`src/rtl/adf_map.svh`:
```
// Register map, field positions, reset values and timing counts of the accelerometer filter path.
`ifndef ADF_MAP_SVH
`define ADF_MAP_SVH

// Register indices; byte address is four times the index
`define ADF_FILTER_IDX      8'h28
`define ADF_SELFTEST_IDX    8'h2E
`define ADF_RANGE_IDX       8'h2C
`define ADF_STATUS_IDX      8'h30

// Filter settings fields
`define ADF_ODR_LSB         0
`define ADF_ODR_MSB         3
`define ADF_HPF_LSB         4
`define ADF_HPF_MSB         6
`define ADF_ODR_MAX         4'hA
`define ADF_HPF_OFF         3'h0
`define ADF_HPF_SPARE       3'h7

// Self test fields
`define ADF_ST_EN_BIT       0
`define ADF_ST_FORCE_BIT    1

// Range field codes
`define ADF_RANGE_10G       2'h1

// Reset values
`define ADF_FILTER_RST      8'h00
`define ADF_SELFTEST_RST    8'h00
`define ADF_RANGE_RST       2'h1

// High-pass shift: first code, step per code
`define ADF_HPF_SHIFT_BASE  5'h06
`define ADF_HPF_SHIFT_STEP  5'h02

// Stage one decimation, as a power of two
`define ADF_STAGE1_LOG2     5'h02

// Overrange protection interval
`define ADF_CLK_HZ          20000000
`define ADF_PROTECT_US      500
`define ADF_PROTECT_CYC     ((`ADF_PROTECT_US * (`ADF_CLK_HZ / 1000000)))

`endif

```
`src/rtl/adf_pkg.sv`:
```
// Types shared by the accelerometer filter path.
package adf_pkg;
    // Overrange protection states
    typedef enum logic [0:0] {
        ADF_RUN,
        ADF_PROTECT
    } adf_prot_state_t;

    // One converter sample
    typedef logic signed [19:0] adf_sample_t;
endpackage

```
`src/rtl/adf_top.sv`:
```
// Decimation, high-pass, interpolation, overrange and self-test control with an APB register slave.
//
// Decided for this implementation: the APB slave port.
`include "adf_map.svh"

module adf_top #(
    parameter int unsigned PROTECT_CYCLES = `ADF_PROTECT_CYC  // Drive-off interval in clocks
) (
    input  wire logic                 mclk,
    input  wire logic                 arst_n,
    input  wire logic                 psel,
    input  wire logic                 penable,
    input  wire logic                 pwrite,
    input  wire logic [7:0]           paddr,
    input  wire logic [31:0]          pwdata,
    output logic      [31:0]          prdata,
    output logic                      pready,
    output logic                      pslverr,
    input  wire logic                 adc_valid,
    input  wire adf_pkg::adf_sample_t adc_x,
    input  wire adf_pkg::adf_sample_t adc_y,
    input  wire adf_pkg::adf_sample_t adc_z,
    input  wire logic                 ovr_cmp_low,
    input  wire logic                 ovr_cmp_high,
    output adf_pkg::adf_sample_t      accel_x,
    output adf_pkg::adf_sample_t      accel_y,
    output adf_pkg::adf_sample_t      accel_z,
    output logic                      sample_valid,
    output adf_pkg::adf_sample_t      interp_x,
    output adf_pkg::adf_sample_t      interp_y,
    output adf_pkg::adf_sample_t      interp_z,
    output logic                      interp_valid,
    output logic                      drive_clk_off,
    output logic                      self_test_enable,
    output logic                      self_test_force
);

    // Arithmetic right shift of a wide value, cut to one sample
    function automatic adf_pkg::adf_sample_t adf_shr(input logic signed [35:0] v, input logic [4:0] sh);
        logic signed [35:0] t;
        t = v >>> sh;
        return t[19:0];
    endfunction

    // Byte address of a register index
    function automatic logic [7:0] adf_byte_addr(input logic [7:0] idx);
        return {idx[5:0], 2'b00};
    endfunction

    // Reset release
    logic                rst_meta;            // First reset stage
    logic                rst_n;               // Synchronised reset

    // Registers
    logic [7:0]          filter_settings;     // Rate and high-pass corner
    logic [7:0]          self_test_control;   // Enable and force bits
    logic [1:0]          range_control;       // Full-scale range code

    // Decoded settings
    logic [3:0]          output_sample_rate;  // Effective rate code, clamped
    logic [2:0]          highpass_corner_select;
    logic                hpf_on;              // High-pass in the path
    logic [4:0]          hpf_shift;           // Pole shift for the corner

    // Comparator synchronisers
    logic [1:0]          cmp_s1;              // First stage, read only by cmp_s2
    logic [1:0]          cmp_s2;
    logic [1:0]          cmp_s3;
    logic [1:0]          cmp_ok;              // Accepted levels
    logic                ovr_trip;            // Threshold of current range

    // Overrange protection
    adf_pkg::adf_prot_state_t prot_state;
    logic [13:0]         prot_cnt;            // Remaining protect clocks

    // Filter state, one entry per axis
    adf_pkg::adf_sample_t adc_in [3];
    adf_pkg::adf_sample_t adc_sel [3];       // Zero while protecting
    logic signed [21:0]  s1_acc [3];          // Stage one running sum
    logic signed [21:0]  s1_sum [3];
    adf_pkg::adf_sample_t base [3];          // 4 kHz samples
    logic signed [29:0]  s2_acc [3];          // Stage two running sum
    logic signed [29:0]  s2_sum [3];
    adf_pkg::adf_sample_t dec [3];           // Decimated sample
    logic signed [35:0]  hp_lp [3];           // High-pass tracking pole
    logic signed [35:0]  next_hp_lp [3];
    adf_pkg::adf_sample_t hp_out [3];
    adf_pkg::adf_sample_t acc_q [3];         // Output samples
    adf_pkg::adf_sample_t itp [3];           // Interpolated output
    adf_pkg::adf_sample_t itp_step [3];      // Per-input-strobe step
    logic [1:0]          s1_cnt;              // Inputs in stage one
    logic [9:0]          s2_cnt;              // Base samples in stage two
    logic                s1_done;             // Stage one output ready
    logic                s2_done;             // Decimated sample ready
    logic [9:0]          s2_last;             // Last count of stage two

    // APB decode
    logic                apb_setup;
    logic                apb_write;
    logic                hit_filter;
    logic                hit_selftest;
    logic                hit_range;
    logic                hit_status;

    // Reset release through two flops
    always_ff @(posedge mclk or negedge arst_n) begin
        if (!arst_n) begin
            rst_meta <= 1'b0;
            rst_n    <= 1'b0;
        end else begin
            rst_meta <= 1'b1;
            rst_n    <= rst_meta;
        end
    end

    // Settings decode; spare rate codes clamp to the slowest rate
    always_comb begin
        highpass_corner_select = filter_settings[`ADF_HPF_MSB:`ADF_HPF_LSB];
        if (filter_settings[`ADF_ODR_MSB:`ADF_ODR_LSB] > `ADF_ODR_MAX) begin
            output_sample_rate = `ADF_ODR_MAX;
        end else begin
            output_sample_rate = filter_settings[`ADF_ODR_MSB:`ADF_ODR_LSB];
        end
        // Code 000 and the spare code both leave the filter out
        hpf_on    = (highpass_corner_select != `ADF_HPF_OFF) &&
                    (highpass_corner_select != `ADF_HPF_SPARE);
        // Each code moves the pole by a factor of four
        hpf_shift = `ADF_HPF_SHIFT_BASE +
                    5'(`ADF_HPF_SHIFT_STEP * (highpass_corner_select - 3'h1));
        s2_last   = 10'((11'h001 << output_sample_rate) - 11'h001);
    end

    // APB strobes
    always_comb begin
        apb_setup    = psel && !penable;
        apb_write    = psel && penable && pready && pwrite;
        hit_filter   = paddr == adf_byte_addr(`ADF_FILTER_IDX);
        hit_selftest = paddr == adf_byte_addr(`ADF_SELFTEST_IDX);
        hit_range    = paddr == adf_byte_addr(`ADF_RANGE_IDX);
        hit_status   = paddr == adf_byte_addr(`ADF_STATUS_IDX);
    end

    // Answer one cycle after setup; read data is captured in setup
    always_ff @(posedge mclk or negedge rst_n) begin
        if (!rst_n) begin
            pready  <= 1'b0;
            pslverr <= 1'b0;
            prdata  <= 32'h00000000;
        end else if (apb_setup) begin
            pready  <= 1'b1;
            pslverr <= !(hit_filter || hit_selftest || hit_range || hit_status);
            prdata  <= 32'h00000000;
            if (!pwrite) begin
                if (hit_filter) begin
                    prdata <= {24'h000000, filter_settings};
                end
                if (hit_selftest) begin
                    prdata <= {24'h000000, self_test_control};
                end
                if (hit_range) begin
                    prdata <= {30'h00000000, range_control};
                end
                if (hit_status) begin
                    prdata <= {29'h00000000, self_test_force, hpf_on, drive_clk_off};
                end
            end
        end else begin
            pready  <= 1'b0;
            pslverr <= 1'b0;
        end
    end

    // Software registers; filter path powers up bypassed at 4 kHz
    always_ff @(posedge mclk or negedge rst_n) begin
        if (!rst_n) begin
            filter_settings   <= `ADF_FILTER_RST;
            self_test_control <= `ADF_SELFTEST_RST;
            range_control     <= `ADF_RANGE_RST;
        end else if (apb_write) begin
            if (hit_filter) begin
                filter_settings <= {1'b0, pwdata[6:0]};
            end
            if (hit_selftest) begin
                self_test_control <= {6'h00, pwdata[1:0]};
            end
            if (hit_range) begin
                range_control <= pwdata[1:0];
            end
        end
    end

    // Self-test drive; force only acts once the mode is enabled
    always_ff @(posedge mclk or negedge rst_n) begin
        if (!rst_n) begin
            self_test_enable <= 1'b0;
            self_test_force  <= 1'b0;
        end else begin
            self_test_enable <= self_test_control[`ADF_ST_EN_BIT];
            self_test_force  <= self_test_control[`ADF_ST_EN_BIT] &&
                                self_test_control[`ADF_ST_FORCE_BIT];
        end
    end

    // Comparator pins: three flops, accept when the last two agree
    always_ff @(posedge mclk or negedge rst_n) begin
        if (!rst_n) begin
            cmp_s1 <= 2'h0;
            cmp_s2 <= 2'h0;
            cmp_s3 <= 2'h0;
            cmp_ok <= 2'h0;
        end else begin
            cmp_s1 <= {ovr_cmp_high, ovr_cmp_low};
            cmp_s2 <= cmp_s1;
            cmp_s3 <= cmp_s2;
            for (int b = 0; b < 2; b++) begin
                if (cmp_s2[b] == cmp_s3[b]) begin
                    cmp_ok[b] <= cmp_s3[b];
                end
            end
        end
    end

    // Range codes 0 and 1 (10 g) trip on the lower comparator, wider ranges on the upper
    always_comb begin
        if (range_control == `ADF_RANGE_10G || range_control == 2'h0) begin
            ovr_trip = cmp_ok[0];
        end else begin
            ovr_trip = cmp_ok[1];
        end
    end

    // Protection holds the drive clocks off for a fixed interval, no retrigger
    always_ff @(posedge mclk or negedge rst_n) begin
        if (!rst_n) begin
            prot_state    <= adf_pkg::ADF_RUN;
            prot_cnt      <= 14'h0000;
            drive_clk_off <= 1'b0;
        end else begin
            case (prot_state)
                adf_pkg::ADF_RUN: begin
                    if (ovr_trip) begin
                        prot_state    <= adf_pkg::ADF_PROTECT;
                        prot_cnt      <= 14'(PROTECT_CYCLES - 1);
                        drive_clk_off <= 1'b1;
                    end
                end
                adf_pkg::ADF_PROTECT: begin
                    if (prot_cnt == 14'h0000) begin
                        prot_state    <= adf_pkg::ADF_RUN;
                        drive_clk_off <= 1'b0;
                    end else begin
                        prot_cnt <= prot_cnt - 14'h0001;
                    end
                end
                default: begin
                    prot_state    <= adf_pkg::ADF_RUN;
                    drive_clk_off <= 1'b0;
                end
            endcase
        end
    end

    // Datapath arithmetic for all three axes
    always_comb begin
        adc_in[0] = adc_x;
        adc_in[1] = adc_y;
        adc_in[2] = adc_z;
        for (int i = 0; i < 3; i++) begin
            // With the sense drive off, feed zeros so the filters settle to zero
            adc_sel[i]    = drive_clk_off ? 20'sh00000 : adc_in[i];
            s1_sum[i]     = s1_acc[i] + {{2{adc_sel[i][19]}}, adc_sel[i]};
            base[i]       = adf_shr({{14{s1_sum[i][21]}}, s1_sum[i]}, `ADF_STAGE1_LOG2);
            s2_sum[i]     = s2_acc[i] + {{10{base[i][19]}}, base[i]};
            dec[i]        = adf_shr({{6{s2_sum[i][29]}}, s2_sum[i]}, 5'(output_sample_rate));
            // One-pole tracker; output is input minus the tracked low part
            // Signed on purpose: a negative error must shift arithmetically, not logically
            next_hp_lp[i] = hp_lp[i] + (($signed({dec[i], 16'h0000}) - hp_lp[i]) >>> hpf_shift);
            hp_out[i]     = hpf_on ? 20'(dec[i] - hp_lp[i][35:16]) : dec[i];
        end
        s1_done = adc_valid && (s1_cnt == 2'h3);
        s2_done = s1_done && (output_sample_rate == 4'h0 || s2_cnt == s2_last);
    end

    // Decimation counters and sums; rate changes take effect at once, mid-period
    always_ff @(posedge mclk or negedge rst_n) begin
        if (!rst_n) begin
            s1_cnt <= 2'h0;
            s2_cnt <= 10'h000;
            for (int i = 0; i < 3; i++) begin
                s1_acc[i] <= 22'sh000000;
                s2_acc[i] <= 30'sh00000000;
            end
        end else if (adc_valid) begin
            s1_cnt <= s1_cnt + 2'h1;
            for (int i = 0; i < 3; i++) begin
                s1_acc[i] <= s1_done ? 22'sh000000 : s1_sum[i];
            end
            if (s1_done) begin
                // Stage two is skipped entirely at the 4 kHz rate
                s2_cnt <= s2_done ? 10'h000 : s2_cnt + 10'h001;
                for (int i = 0; i < 3; i++) begin
                    s2_acc[i] <= s2_done ? 30'sh00000000 : s2_sum[i];
                end
            end
        end
    end

    // High-pass pole and output samples, one strobe per output period
    always_ff @(posedge mclk or negedge rst_n) begin
        if (!rst_n) begin
            sample_valid <= 1'b0;
            for (int i = 0; i < 3; i++) begin
                hp_lp[i] <= 36'sh000000000;
                acc_q[i] <= 20'sh00000;
            end
        end else begin
            sample_valid <= s2_done;
            if (s2_done) begin
                for (int i = 0; i < 3; i++) begin
                    acc_q[i] <= hp_out[i];
                    // Bypassed pole follows the input so enabling starts clean
                    hp_lp[i] <= hpf_on ? next_hp_lp[i] : {dec[i], 16'h0000};
                end
            end
        end
    end

    // Interpolator: ramps toward each new sample over one output period
    always_ff @(posedge mclk or negedge rst_n) begin
        if (!rst_n) begin
            interp_valid <= 1'b0;
            for (int i = 0; i < 3; i++) begin
                itp[i]      <= 20'sh00000;
                itp_step[i] <= 20'sh00000;
            end
        end else begin
            interp_valid <= adc_valid;
            for (int i = 0; i < 3; i++) begin
                if (sample_valid) begin
                    // Steps per period are four inputs times the rate divisor
                    itp_step[i] <= adf_shr({{16{acc_q[i][19]}}, acc_q[i]} - {{16{itp[i][19]}}, itp[i]},
                                           5'(output_sample_rate) + `ADF_STAGE1_LOG2);
                end
                if (adc_valid) begin
                    itp[i] <= itp[i] + itp_step[i];
                end
            end
        end
    end

    // Outputs straight from the sample and interpolator flops
    always_comb begin
        accel_x  = acc_q[0];
        accel_y  = acc_q[1];
        accel_z  = acc_q[2];
        interp_x = itp[0];
        interp_y = itp[1];
        interp_z = itp[2];
    end

endmodule // adf_top

```
`config.mk`:
```
export PLATFORM = sky130hd
export DESIGN_NAME = adf_top
export DESIGN_NICKNAME = d
export VERILOG_FILES = /design/src/rtl/adf_pkg.sv /design/src/rtl/adf_top.sv
export VERILOG_INCLUDE_DIRS = /design/src /design/src/rtl
export SDC_FILE = /design/constraint.sdc
export NUM_CORES = 2
export LEC_CHECK = 0
export ABC_AREA = 0
export BUFFER_PORTS_ARGS = -buffer_cell sky130_fd_sc_hd__buf_2
export CAP_MARGIN = 0
export CORE_ASPECT_RATIO = 1.4
export CORE_MARGIN = 3
export CORE_UTILIZATION = 60
export CTS_CLUSTER_SIZE = 16
export DETAILED_ROUTE_END_ITERATION = 8
export PLACE_DENSITY = 0.78
export SLEW_MARGIN = 25
export SYNTH_ARGS = -nofsm -noshare
export SYNTH_HDL_FRONTEND = slang
export SYNTH_SLANG_ARGS = --single-unit
export TNS_END_PERCENT = 30
```
`constraint.sdc`:
```
create_clock -name mclk -period 18.7 [get_ports mclk]
set_input_delay 4.675 -clock mclk [delete_from_list [all_inputs] [get_ports mclk]]
set_output_delay 4.675 -clock mclk [all_outputs]
set_load 0.02 [all_outputs]
```
Yosys cells after proc, flatten, opt, wreduce, memory -nomap -nowiden:

Cells that the tools add are included.

* equal/unequal tests: 13
* add/subtract/negate cells: 28
* muxes and demuxes: 34
* reductions and logical operators: 25
* magnitude comparators: 1
* shifts and indexed selects: 10
* bitwise logic cells: 1

Operators with widths (count)
* 32-bit 2-to-1 mux: 4
* 20-bit 2-to-1 mux: 6
* 36-bit adder: 3
* 36-bit 2-to-1 mux: 3
* 36-bit by 5-bit >>> shifter with 36-bit output: 3
* 36-bit subtractor: 3
* 30-bit adder: 3
* 30-bit 2-to-1 mux: 3
* 30-bit by 4-bit >>> shifter with 20-bit output: 3
* 22-bit adder: 3
* 22-bit 2-to-1 mux: 3
* 21-bit by 5-bit >>> shifter with 20-bit output: 3
* 20-bit by 20-bit subtractor with 21-bit output: 3
* 20-bit adder: 3
* 20-bit subtractor: 3
* 8-bit == test, second input constant: 4
* 14-bit 2-to-1 mux: 2
* 14-bit one-hot mux with 2 select lines: 1
* 14-bit logical NOT: 1
* 14-bit by 1-bit subtractor with 14-bit output, second input constant: 1
* 2-bit AND reduction: 6
* 10-bit by 1-bit adder with 10-bit output, second input constant: 1
* 10-bit == test: 1
* 10-bit 2-to-1 mux: 1
* 24 further kinds: 45

* input port bits: 108
* flip-flop bits (word level): 531
* output and inout port bits: 159
* logic and storage cells: 152

Depth between registers and ports, before layout:

* depth in word-level cells: 8
* mapped depth: 62
* mapped depth without buffers: 58

Worst setup path after synthesis:

Ideal clock, no wire load.

* path type: input port to flip-flop
* from: input port adc_z[0]
* to: register hp_lp[35] (netlist name)
* library setup time: 131 ps
* setup slack: 3148 ps
* stages: 54
* arrival: 15421 ps
* cell sequence: nor2b_1 ha_1 inv_1 fa_1 nor2b_1 o21ai_0 a21boi_0 o21ai_0 a21oi_1 o21ai_0 nand2b_1 a41o_1 o211a_1 a311o_1 o311ai_0 xnor2_1 ha_1 clkbuf_2 (+18 left out) a211o_1 xnor2_1 xnor2_1 buf_2 a21oi_1 o22ai_1 ha_1 a2111oi_0 a31oi_1 o21ai_0 nor4_1 or3_1 o41ai_1 o2111ai_1 a21oi_1 xnor2_1 mux2i_1 or3_1

* cells in the longest elaborated chain, start to end: 8

RTL lines
* start, declared: RTL line adf_top.sv:22 `input wire adf_pkg::adf_sample_t adc_z,`
* 20-bit 2-to-1 mux *: RTL line adf_top.sv:270 `adc_sel[i] = drive_clk_off ? 20'sh00000 : adc_in[i];`
* 22-bit adder *: RTL line adf_top.sv:271 `s1_sum[i] = s1_acc[i] + {{2{adc_sel[i][19]}}, adc_sel[i]};`
* 30-bit adder *: RTL line adf_top.sv:273 `s2_sum[i] = s2_acc[i] + {{10{base[i][19]}}, base[i]};`
* 30-bit by 4-bit >>> shifter with 20-bit output *: RTL line adf_top.sv:41 `t = v >>> sh;`
* 36-bit subtractor: RTL line adf_top.sv:277 `next_hp_lp[i] = hp_lp[i] + (($signed({dec[i], 16'h0000}) - hp_lp[i]) >>> hpf_shift);`
* 36-bit by 5-bit >>> shifter with 36-bit output: RTL line adf_top.sv:277
* 36-bit adder: RTL line adf_top.sv:277
* 36-bit 2-to-1 mux *: RTL line adf_top.sv:322 `hp_lp[i] <= hpf_on ? next_hp_lp[i] : {dec[i], 16'h0000};`
* end signal, assigned by index: RTL line adf_top.sv:322
* end, declared: RTL line adf_top.sv:85 `logic signed [35:0] hp_lp [3];`

Mark *: on every way between the ends. The rest lies on a longest branch, timed or not.
A chain may end at the register's enable or synchronous reset.

Worst setup path in the final report:

Same ends and word-level chain as after synthesis.

==> impl_metrics.py <==
metrics = {
    "critical_path": {
        "slowest_stage": "a221oi_1",
        "worstPathRequired_ns": 19.24,
        "path_max_fanout": 9,
        "cp-start-kind": "input port",
        "slowest_delay_ns": 0.80,
        "crit_top_cell": "o21ai_0",
        "arrival_ns": 18.08,
        "worstSetupPathType": "in2reg",
        "cp-end-kind": "flip-flop",
    },
    "yosys": {
        "synthDominantCellAreaShare_pct": 23.27,
        "ys_top_cells_by_count": "759 x nand2_1, 630 x a21oi_1, 575 x nor2_1",
        "synth_cell_type_count": 112,
        "synth-async-reset-ratio_pct": 100.0,
        "synth_area_per_cell_um2": 7.781,
        "yosysSeqAreaShare_pct": 23.31,
        "synth-edff-count": 0,
        "ys.warnings.count": 0,
        "synth_flop_cell": "dfrtp_1",
        "yosysTopAreaCell": "dfrtp_1",
        "yosysMostFrequentCell": "nand2_1",
        "synth_seq_cells": 506,
        "synthesis.instances": 6981,
        "yosys-top-cells-area": "dfrtp_1 23%, ha_1 10%, a21oi_1 5.8%, nand2_1 5.2%, o21ai_0 4.9%",
        "syn-cell-area_mm2": 0.05432,
    },
    "global_routing": {
        "grt_pass1_wl_um": 286900,
        "grt_start_max_net_pins": 160,
        "first_global_vias": 51690,
        "grtUsageTotal_pct": 38.02,
        "antenna_found_initial": 7,
        "overflow": 0,
    },
    "floorplanning": {
        "initial_utilization_pct": 60.97,
        "die_w_um": 260.3,
        "coreArea_mm2": 0.08910,
        "io_pins": 267,
        "dieHeight_um": 362.0,
        "dieArea_mm2": 0.09423,
        "num_rows": 129,
    },
    "cells_and_area": {
        "syn_to_final_growth_pct": 7.360,
        "design_area_mm2": 0.05831,
        "nets": 7528,
        "drive_above_1_share_pct": 8.844,
    },
    "cts": {
        "clkLatencyLatePin_ns": 0.67,
        "htreeDepth": 2,
        "root_buffer": "clkbuf_16",
        "clk_pin_slew_worst_paths_ns": 0.07,
        "numCtsBuffers": 58,
        "post-cts-setup-buffer-count": 0,
        "hold_buffers": 0,
        "cts_tree": "done",
        "cts-resized-gates": 0,
        "ctsLongestPathBuffers": 3,
        "cts.sinks": 506,
    },
    "placement": {
        "gp_congestion": 1.025,
        "io_buffers": 216,
        "dp_hpwl_um": 139900,
        "dpl-instance-area_mm2": 0.05606,
    },
    "routing": {
        "num_vias": 53890,
        "routed_wl_um": 184200,
        "drc": 0,
        "ant_nets": 0,
        "wire_per_inst_um": 22.51,
        "vias_per_cell": 6.585,
        "drtIter0Drc": 5200,
        "first_pass_iters": 9,
    },
    "timing": {
        "finalSetupTns_ns": 0,
        "slew_violations": 0,
        "setup_violations": 0,
        "clock_skew_ns": 0.03019,
        "post-route-min-period_ns": 17.54,
        "period_share_pct": 93.80,
        "fmax_ghz": 0.05701,
        "rsz0062_at_grt": "false",
        "worst_slew_pin_slew_ns": 1.138,
        "finalHoldViolCount": 0,
        "relSlewSlack_pct": 24.06,
    },
    "power_and_ir_drop": {
        "power_density_mw_per_mm2": 156.6,
        "peakVddDrop_mv": 0.1182,
        "p_leak_nw": 27.52,
    },
    "job": {
        "cap_violations": 0,
    },
    "hold_path": {
        "hp-class": "reg2reg",
    },
    "status": {
        "outcome": "complete, no violations",
    },
}
==> cells in the final DEF, fill, tap and decap left out, drive strengths merged, types with 51 or more instances in the layout <==
cell | synthesis | routed
clkbuf | 307 | 70
xnor2 | 300 | 300
o21a | 79 | 79
a22o | 96 | 96
o211ai | 71 | 71
nand3 | 120 | 120
a21o | 187 | 187
mux2 | 75 | 75
nor2 | 575 | 575
o21bai | 64 | 64
buf | 100 | 295
a31oi | 92 | 92
mux2i | 212 | 212
and3 | 51 | 51
o21ai | 543 | 543
nand2 | 760 | 760
a21oi | 632 | 632
a211oi | 122 | 122
or3 | 57 | 57
xor2 | 166 | 166
nor2b | 134 | 134
nor3 | 126 | 126
o31ai | 85 | 85
inv | 327 | 329
dfrtp | 505 | 505
ha | 449 | 449
nand2b | 71 | 71
==> final cells by class <==
class | count | area (um2)
antenna | 6 | 15.01
timing repair buffer | 295 | 1702
inverter | 332 | 1250
clock inverter | 36 | 633.1
multi-input combinational | 5760 | 38950
clock buffer | 70 | 1608
sequential | 506 | 12680
tap | 1179 | 1475
fill | 7843 | 30780
==> routing by layer <==
metal | vias up | track usage, % | wire, um
met5 | - | 0 | 13
met4 | 2 | 24.77 | 13520
met3 | 610 | 5.566 | 13360
met2 | 2359 | 61.87 | 84220
met1 | 25650 | 46.94 | 73100
li1 | 25270 | - | -
==> worst max-delay path, delay by kind of cell <==
family | cells | cell delay [ns]
AOI/OAI and AO/OA | 29 | 7.04
muxes | 3 | 0.88
xor gates and xnor gates | 5 | 1.32
buffers and inverters | 5 | 0.53
adders and majority gates | 5 | 1.75
and+or+nand+nor | 8 | 1.85
==> worst paths after layout <==
check / endpoint / start / slack, ns / cells past startpoint
max reg2reg: hp_lp[35] / drive_clk_off / 4.38 / 55
min reg2reg: cmp_s2[0] / cmp_s1[0] / 0.34 / 0
min: cmp_s2[0] / cmp_s1[0] / 0.34 / 0
max in group asynchronous: rst_n / arst_n / 14.80 / 1
max: hp_lp[35] / adc_z[0] / 1.16 / 55
min in group asynchronous: accel_z[8] / rst_n / 0.37 / 0
==> power breakdown <==
group / switching [mW] / internal (mW)
clock: 0.540 / 0.834
sequential: 0.394 / 1.36
combinational: 3.64 / 2.36
==> sequential cells by signal, indices dropped and copies added (netlist names), 7 cells and up <==
register and flops:
filter_settings 7, accel_x 20, s2_acc 90, accel_z 20
itp_step 60, prot_cnt 14, s2_cnt 10, hp_lp 108
prdata 7, interp_x 20, interp_y 20, interp_z 20
accel_y 20, s1_acc 66
==> through the flow <==
stage          hold WS (ns)  instances  worst slack [ns]  utilization [%]  power, mW
6_report             0.3417       8184             1.159            65.45      9.130
5_1_grt              0.3554       8180            0.4291            65.44      9.786
4_1_cts              0.3456       8178             1.395            65.44      9.010
3_5_place_dp         0.3358       8072            0.7854            62.92      7.579
3_3_place_gp         0.3323       8072            0.9909            62.91      7.465
2_1_floorplan        0.3312       7005             3.148                -      6.026
==> logic make-up after synthesis <==
group / after synthesis / synth area share, %
other: 2 / 0.01383
xor gates and xnor gates: 466 / 7.597
DFF: 506 / 23.31
and+or+nand+nor: 2117 / 17.94
adders and majority gates: 469 / 11.04
buffers and inverters: 739 / 5.365
AOI/OAI and AO/OA: 2376 / 28.48
muxes: 306 / 6.249
No activity file was read; power rests on OpenSTA's default activity.
